$ cat src/hw/cal_frame_pkg.sv
// constants for the offset calibration frame control
package cal_frame_pkg;
  localparam int          RESULT_W          = 12;
  localparam int          COUNT_W           = 6;
  localparam logic [5:0]  LEAD_ZEROS        = 6'h02;
  localparam logic [5:0]  DATA_LAST_EDGE    = 6'h0e;
  localparam logic [5:0]  PWRUP_CAL_EDGES   = 6'h10;
  localparam logic [5:0]  NORM_CAL_START    = 6'h11;
  localparam logic [5:0]  NORM_CAL_END      = 6'h20;
  localparam logic [5:0]  COUNT_MAX         = 6'h3f;
  localparam logic [11:0] OFFSET_RESET      = 12'h000;
  localparam logic [11:0] CODE_MID          = 12'h800;
  localparam logic [11:0] CODE_FULL         = 12'hfff;
  localparam int          SYS_CLK_HZ        = 50000000;
  localparam int          ACQ_TIME_NS       = 200;
  localparam int          ACQ_CYCLES        = (ACQ_TIME_NS * (SYS_CLK_HZ / 1000000) + 999) / 1000;
  localparam int          FIFO_DEPTH        = 8;
  typedef enum logic [1:0] {ST_IDLE, ST_DATA, ST_CAL, ST_LOW} frame_state_t;
endpackage

$ cat src/hw/result_fifo.sv
// small valid/ready fifo holding conversion results
`timescale 1ns/1ps
module result_fifo #(
  parameter int WIDTH = 12,
  parameter int DEPTH = 8
) (
  // clock and reset
  input  wire logic             sys_clk_in,
  input  wire logic             rst_in,
  // fill side
  input  wire logic             wr_valid_in,
  output logic                  wr_ready_out,
  input  wire logic [WIDTH-1:0] wr_data_in,
  // drain side
  output logic                  rd_valid_out,
  input  wire logic             rd_ready_in,
  output logic [WIDTH-1:0]      rd_data_out
);
  localparam int AW = $clog2(DEPTH);
  logic [WIDTH-1:0] mem_q [DEPTH];
  logic [AW-1:0]    wr_ptr_q;
  logic [AW-1:0]    rd_ptr_q;
  logic [AW:0]      count_q;
  logic             push;
  logic             pop;

  // honest full and empty from the occupancy count
  assign wr_ready_out = (count_q != (AW+1)'(DEPTH));
  assign rd_valid_out = (count_q != '0);
  assign push         = wr_valid_in && wr_ready_out;
  assign pop          = rd_valid_out && rd_ready_in;
  assign rd_data_out  = mem_q[rd_ptr_q];

  // storage, written only on an accepted push
  always_ff @(posedge sys_clk_in) begin
    if (push) begin
      mem_q[wr_ptr_q] <= wr_data_in;
    end
  end

  // pointers wrap at depth, which need not be a power of two
  always_ff @(posedge sys_clk_in) begin
    if (rst_in) begin
      wr_ptr_q <= '0;
      rd_ptr_q <= '0;
      count_q  <= '0;
    end else begin
      if (push) begin
        wr_ptr_q <= (wr_ptr_q == AW'(DEPTH-1)) ? '0 : wr_ptr_q + 1'b1;
      end
      if (pop) begin
        rd_ptr_q <= (rd_ptr_q == AW'(DEPTH-1)) ? '0 : rd_ptr_q + 1'b1;
      end
      count_q <= count_q + (AW+1)'(push) - (AW+1)'(pop);
    end
  end
endmodule

$ cat src/hw/adc_offset_calibration_frame.sv
// frame control, offset calibration and serial output of the converter
`timescale 1ns/1ps
module adc_offset_calibration_frame
  import cal_frame_pkg::*;
#(
  parameter int W = RESULT_W
) (
  // clock and reset
  input  wire logic         sys_clk_in,
  input  wire logic         rst_in,
  // serial pins
  input  wire logic         cs_n_in,
  input  wire logic         sclk_in,
  output logic              sdo_out,
  output logic              sdo_oe_out,
  // raw converter side
  input  wire logic         raw_valid_in,
  output logic              raw_ready_out,
  input  wire logic [W-1:0] raw_code_in,
  input  wire logic [W-1:0] cal_offset_in,
  // status
  output logic              calibrated_out,
  output logic              cal_busy_out,
  output logic              acq_ready_out
);
  logic             cs_meta_q;
  logic             cs_sync_q;
  logic             cs_prev_q;
  logic             sclk_meta_q;
  logic             sclk_sync_q;
  logic             sclk_prev_q;
  logic             cs_fall;
  logic             cs_rise;
  logic             sclk_fall;
  logic [COUNT_W-1:0] edge_cnt_q;
  frame_state_t     state_q;
  logic             first_frame_q;
  logic             powerup_frame_q;
  logic [W-1:0]     offset_correction_store_q;
  logic [W-1:0]     cal_hold_q;
  logic [W+1:0]     shift_q;
  logic             sdo_q;
  logic             oe_q;
  logic             calibrated_q;
  logic [7:0]       acq_cnt_q;
  logic             fifo_valid;
  logic             fifo_ready;
  logic [W-1:0]     fifo_data;
  logic [W-1:0]     corrected;

  // two flops on each pin before any logic looks at it
  always_ff @(posedge sys_clk_in) begin
    if (rst_in) begin
      cs_meta_q   <= 1'b1;
      cs_sync_q   <= 1'b1;
      cs_prev_q   <= 1'b1;
      sclk_meta_q <= 1'b0;
      sclk_sync_q <= 1'b0;
      sclk_prev_q <= 1'b0;
    end else begin
      cs_meta_q   <= cs_n_in;
      cs_sync_q   <= cs_meta_q;
      cs_prev_q   <= cs_sync_q;
      sclk_meta_q <= sclk_in;
      sclk_sync_q <= sclk_meta_q;
      sclk_prev_q <= sclk_sync_q;
    end
  end

  assign cs_fall   = cs_prev_q && !cs_sync_q;
  assign cs_rise   = !cs_prev_q && cs_sync_q;
  // clock edges only count inside a frame
  assign sclk_fall = sclk_prev_q && !sclk_sync_q && !cs_sync_q;

  // raw results are buffered so a late converter never tears a frame
  result_fifo #(
    .WIDTH (W),
    .DEPTH (FIFO_DEPTH)
  ) u_fifo (
    .sys_clk_in   (sys_clk_in),
    .rst_in       (rst_in),
    .wr_valid_in  (raw_valid_in),
    .wr_ready_out (raw_ready_out),
    .wr_data_in   (raw_code_in),
    .rd_valid_out (fifo_valid),
    .rd_ready_in  (fifo_ready),
    .rd_data_out  (fifo_data)
  );

  // one result is drained per normal frame, at its chip select fall
  assign fifo_ready = cs_fall && !first_frame_q;

  // offset subtract
  // saturate so a correction near the rails cannot wrap the code
  always_comb begin
    corrected = fifo_data - offset_correction_store_q;
    if (fifo_data < offset_correction_store_q) begin
      corrected = '0;
    end
  end

  // frame edge count
  // saturates so very long frames cannot alias back into the windows
  always_ff @(posedge sys_clk_in) begin
    if (rst_in || cs_rise || cs_fall) begin
      edge_cnt_q <= '0;
    end else if (sclk_fall && edge_cnt_q != COUNT_MAX) begin
      edge_cnt_q <= edge_cnt_q + 1'b1;
    end
  end

  // frame state: data phase, calibration phase, trailing low phase
  always_ff @(posedge sys_clk_in) begin
    if (rst_in) begin
      state_q         <= ST_IDLE;
      first_frame_q   <= 1'b1;
      powerup_frame_q <= 1'b0;
    end else if (cs_rise) begin
      state_q         <= ST_IDLE;
      powerup_frame_q <= 1'b0;
    end else begin
      unique case (state_q)
        ST_IDLE: begin
          if (cs_fall) begin
            state_q         <= first_frame_q ? ST_CAL : ST_DATA;
            powerup_frame_q <= first_frame_q;
            first_frame_q   <= 1'b0;
          end
        end
        ST_DATA: begin
          if (sclk_fall && edge_cnt_q == NORM_CAL_START - 6'h01) begin
            state_q <= ST_CAL;
          end
        end
        ST_CAL: begin
          if (sclk_fall && powerup_frame_q && edge_cnt_q == PWRUP_CAL_EDGES - 6'h01) begin
            state_q <= ST_LOW;
          end else if (sclk_fall && !powerup_frame_q &&
                       edge_cnt_q == NORM_CAL_END - 6'h01) begin
            state_q <= ST_LOW;
          end
        end
        ST_LOW: begin
          state_q <= ST_LOW;
        end
      endcase
    end
  end

  // captured at calibration start; held until the closing edge
  always_ff @(posedge sys_clk_in) begin
    if (rst_in) begin
      cal_hold_q <= OFFSET_RESET;
    end else if (state_q != ST_CAL) begin
      cal_hold_q <= cal_offset_in;
    end
  end

  always_ff @(posedge sys_clk_in) begin
    if (rst_in) begin
      offset_correction_store_q <= OFFSET_RESET;
      calibrated_q              <= 1'b0;
    end else if (state_q == ST_CAL && sclk_fall && !cs_rise) begin
      if ((powerup_frame_q && edge_cnt_q == PWRUP_CAL_EDGES - 6'h01) ||
          (!powerup_frame_q && edge_cnt_q == NORM_CAL_END - 6'h01)) begin
        offset_correction_store_q <= cal_hold_q;
        calibrated_q              <= 1'b1;
      end
    end
  end

  always_ff @(posedge sys_clk_in) begin
    if (rst_in) begin
      shift_q <= '0;
      sdo_q   <= 1'b0;
      oe_q    <= 1'b0;
    end else if (cs_rise) begin
      oe_q  <= 1'b0;
      sdo_q <= 1'b0;
    end else if (cs_fall) begin
      oe_q    <= 1'b1;
      sdo_q   <= 1'b0;
      shift_q <= (first_frame_q || !fifo_valid) ? '0 : {2'b00, corrected};
    end else if (sclk_fall) begin
      shift_q <= {shift_q[W:0], 1'b0};
      sdo_q   <= (edge_cnt_q < DATA_LAST_EDGE - 6'h01) ? shift_q[W] : 1'b0;
    end
  end

  // acquisition interval
  // only reported, the host owns the wait
  always_ff @(posedge sys_clk_in) begin
    if (rst_in) begin
      acq_cnt_q <= '0;
    end else if (state_q == ST_CAL || cs_fall) begin
      acq_cnt_q <= 8'(ACQ_CYCLES);
    end else if (acq_cnt_q != '0) begin
      acq_cnt_q <= acq_cnt_q - 1'b1;
    end
  end

  assign sdo_out        = sdo_q;
  assign sdo_oe_out     = oe_q;
  assign calibrated_out = calibrated_q;
  assign cal_busy_out   = (state_q == ST_CAL);
  assign acq_ready_out  = (acq_cnt_q == '0);
endmodule

$ cat config.mk
export PLATFORM = sky130hd
export DESIGN_NAME = adc_offset_calibration_frame
export DESIGN_NICKNAME = d
export VERILOG_FILES = /design/src/hw/cal_frame_pkg.sv /design/src/hw/result_fifo.sv /design/src/hw/adc_offset_calibration_frame.sv
export SDC_FILE = /design/constraint.sdc
export NUM_CORES = 1
export LEC_CHECK = 0
export BUFFER_PORTS_ARGS = -buffer_cell sky130_fd_sc_hd__buf_2
export CAP_MARGIN = 10
export CORE_MARGIN = 3
export CORE_UTILIZATION = 46
export CTS_CLUSTER_SIZE = 25
export DETAILED_ROUTE_END_ITERATION = 8
export SLEW_MARGIN = 20
export SYNTH_ARGS = -nofsm -noshare
export SYNTH_HDL_FRONTEND = slang
export SYNTH_SLANG_ARGS = --single-unit
$ cat constraint.sdc
create_clock -name sys_clk_in -period 3.5 [get_ports sys_clk_in]
set_clock_uncertainty 0.15 [all_clocks]
set_input_delay 0.7 -clock sys_clk_in [delete_from_list [all_inputs] [get_ports sys_clk_in]]
set_output_delay 0.7 -clock sys_clk_in [all_outputs]
set_load 0.03 [all_outputs]
==> flow_summary.json <==
{
  "fmax_mhz": 307,
  "min_period_ns": 3.26,
  "area_delta_synth_final_pct": 14.3,
  "holdWs_ns": 0.277,
  "finalHoldViolCount": 0,
  "async_flop_share_pct": 0,
  "required_ns": 3.66,
  "die_x_um": 133,
  "synthCells": 590,
  "die_y_um": 133,
  "cp_max_fo": 24,
  "post_dp_cell_area_um2": 7870,
  "use_met3_pct": 4.14,
  "dominantRegCellSynth": "edfxtp_1",
  "antenna_cells": 0,
  "dp_hpwl_mm": 9.45,
  "postCtsSetupRepairBufs": 0,
  "clock_sinks": 173,
  "grt_max_degree": 41,
  "numPortBuffers": 34,
  "initial_core_util_pct": 47.9,
  "nFillCells": 1300,
  "ant_nets": 0,
  "slew_violations": 0,
  "io_pins": 35,
  "syn-cell-area_um2": 7410,
  "p_int_mw": 3.69,
  "seq_area_frac_synth_pct": 59.7,
  "ys_seq_elements": 173,
  "outcome": "complete, no violations",
  "track_usage_pct": 16.6,
  "synthTopCellsByCount": "edfxtp_1 (96), dfxtp_1 (77), nand2_1 (57)",
  "power.share.sequential_pct": 46.8,
  "yosys_warnings": 0,
  "slew_headroom_pct": 50.5,
  "synth_area_leader_cell": "edfxtp_1",
  "finalInstanceArea_um2": 8470,
  "rsz0062_at_grt": "false",
  "p_per_area_nw_per_um2": 594,
  "grt_pass1_vias": 4547,
  "cts_resized": 0,
  "wl_per_cell_um": 16.2,
  "rows": 45,
  "start_kind": "flip-flop",
  "gp_congestion": 0.795,
  "tightestPinTransition_ns": 0.740,
  "finalSetupViolCount": 0,
  "grt_use_met1_pct": 20.3,
  "clkLatencyLatePin_ns": 0.43,
  "drt-initial-drc-count": 257,
  "synth_top_area_share_pct": 38.9,
  "hp-class": "reg -> reg",
  "clock-root-buffer": "clkbuf_16",
  "vdd_ir_drop_max_mv": 0.354,
  "cp.arrival_ns": 3.41,
  "first_pass_iters": 4,
  "synth_cell_types": 50,
  "clk_pin_slew_ns": 0.07,
  "p_switching_mw": 1.34,
  "antenna_found_initial": 0,
  "synth_area_leaders": "edfxtp_1 (39%), dfxtp_1 (21%), mux4_2 (7.3%)",
  "via_per_inst": 5.20,
  "drc_errors": 0,
  "drive_gt1_share_pct": 20.1,
  "core-area_um2": 15500,
  "cts-htree-levels": 4,
  "min_period_over_period_pct": 93.1,
  "totalWireLength_mm": 13.9,
  "synth.avg_cell_area_um2": 12.6,
  "crit_type": "reg -> reg",
  "grtUsageMet2_pct": 28.8,
  "switching_share_pct": 26.7,
  "synth_most_common_cell": "edfxtp_1",
  "syn-num-nets": 648,
  "cts_hold_buf": 0,
  "nets": 693,
  "clkPwrFrac_pct": 38.1,
  "die_area_um2": 17700,
  "cts_tree": "yes",
  "vias": 4467,
  "busiest_layer": "met2",
  "leakagePower_nw": 3.13,
  "cap_violations": 0,
  "overflow": 0,
  "synth_edf_count": 96,
  "crit_path_end_kind": "flip-flop",
  "grt_pass1_wl_mm": 22.9,
  "tns_ns": 0,
  "setup.reg_to_reg.worst_slack_ns": 0.24,
  "clock_path_buffers": 2,
  "cts-buffers-inserted": 17,
  "pwr-share-comb_pct": 15.1
}
flip-flops by register name, summed over array words and instances, names as in the netlist, 2 cells and up, named ones only:
register and cells:
edge_cnt_q 6, cal_hold_q 12, shift_q 13, u_fifo.count_q 4
acq_cnt_q 8, offset_correction_store_q 12, u_fifo.mem_q 96, u_fifo.rd_ptr_q 3
u_fifo.wr_ptr_q 3, state_q 2
cells in the final DEF (no fill, tap or decap), types with 3 or more instances in the layout:
cell type	instances
edfxtp_1	96
dfxtp_1	77
nand2_1	57
nor2_1	44
a21oi_1	44
buf_2	34
inv_1	33
o21ai_0	27
ha_1	27
mux4_2	24
mux2i_1	19
clkbuf_16	17
nor3_1	15
xnor2_1	15
buf_4	14
nand2b_1	11
mux2_2	11
nor2b_1	8
xor2_1	6
nand3_1	5
nor3b_1	4
a31oi_1	4
inv_6	4
nor4_1	3
a21o_1	3
o211ai_1	3
or2_2	3
clkinvlp_4	3
inv_8	3
area by class of cell:
class | instances | area [um^2] | area share (%)
multi-input combinational | 361 | 2760 | 32.6
sequential | 173 | 4420 | 52.2
inverter | 33 | 124 | 1.46
tap | 211 | 264 | 3.12
clock inverter | 14 | 176 | 2.08
timing repair buffer | 49 | 295 | 3.49
clock buffer | 18 | 429 | 5.07
cells by family after synthesis:
logic type	share of synthesized area, %
buffers and inverters	3.17
AND/OR/NAND/NOR	10.9
flip-flops	59.7
adder cells (fa/ha/maj)	5.10
multiplexers	11.5
XOR/XNOR	2.48
AO/OA/AOI/OAI	7.12
path summary, 6_finish.rpt:
| path | cells past startpoint | end | startpoint |
|---|---|---|---|
| min | 1 | cs_sync_q | cs_meta_q |
| max reg2reg | 10 | shift_q[10] | flip-flop |
| max | 10 | shift_q[10] | flip-flop |
| min reg2reg | 1 | cs_sync_q | cs_meta_q |
power groups by stage:
stage	registers [mW]	logic, mW	clock network, mW
2_1_floorplan	2.38	0.583	0
3_3_place_gp	2.39	0.743	0
3_5_place_dp	2.40	0.765	0
4_1_cts	2.36	0.771	1.95
5_1_grt	2.37	0.859	2.05
6_report	2.35	0.762	1.92
critical path, cell delays in order, from the launching register on:
cell and delay [ns]:
dfxtp_1 0.36, buf_12 0.23, mux4_2 0.53, mux2_2 0.28, ha_1 0.34, a21oi_1 0.24, nand2_1 0.08, o211ai_1 0.28
mux2_2 0.37, o21ai_0 0.18, a21oi_1 0.09
layer usage:
layer	routed length (um)	share of wire (%)
met3	452	3.3
met5	0	0
met4	196	1.4
met2	7100	51
met1	6150	44
through the flow:
stage	total power, mW	util [%]	setup slack [ns]	instances
2_1_floorplan	2.96	-	0.311	590
3_3_place_gp	3.14	50.8	0.340	827
3_5_place_dp	3.16	50.8	0.261	827
4_1_cts	5.07	54.7	0.234	859
5_1_grt	5.28	54.7	0.0151	859
6_report	5.03	54.7	0.242	859
No activity file was read; power rests on OpenSTA's default activity.
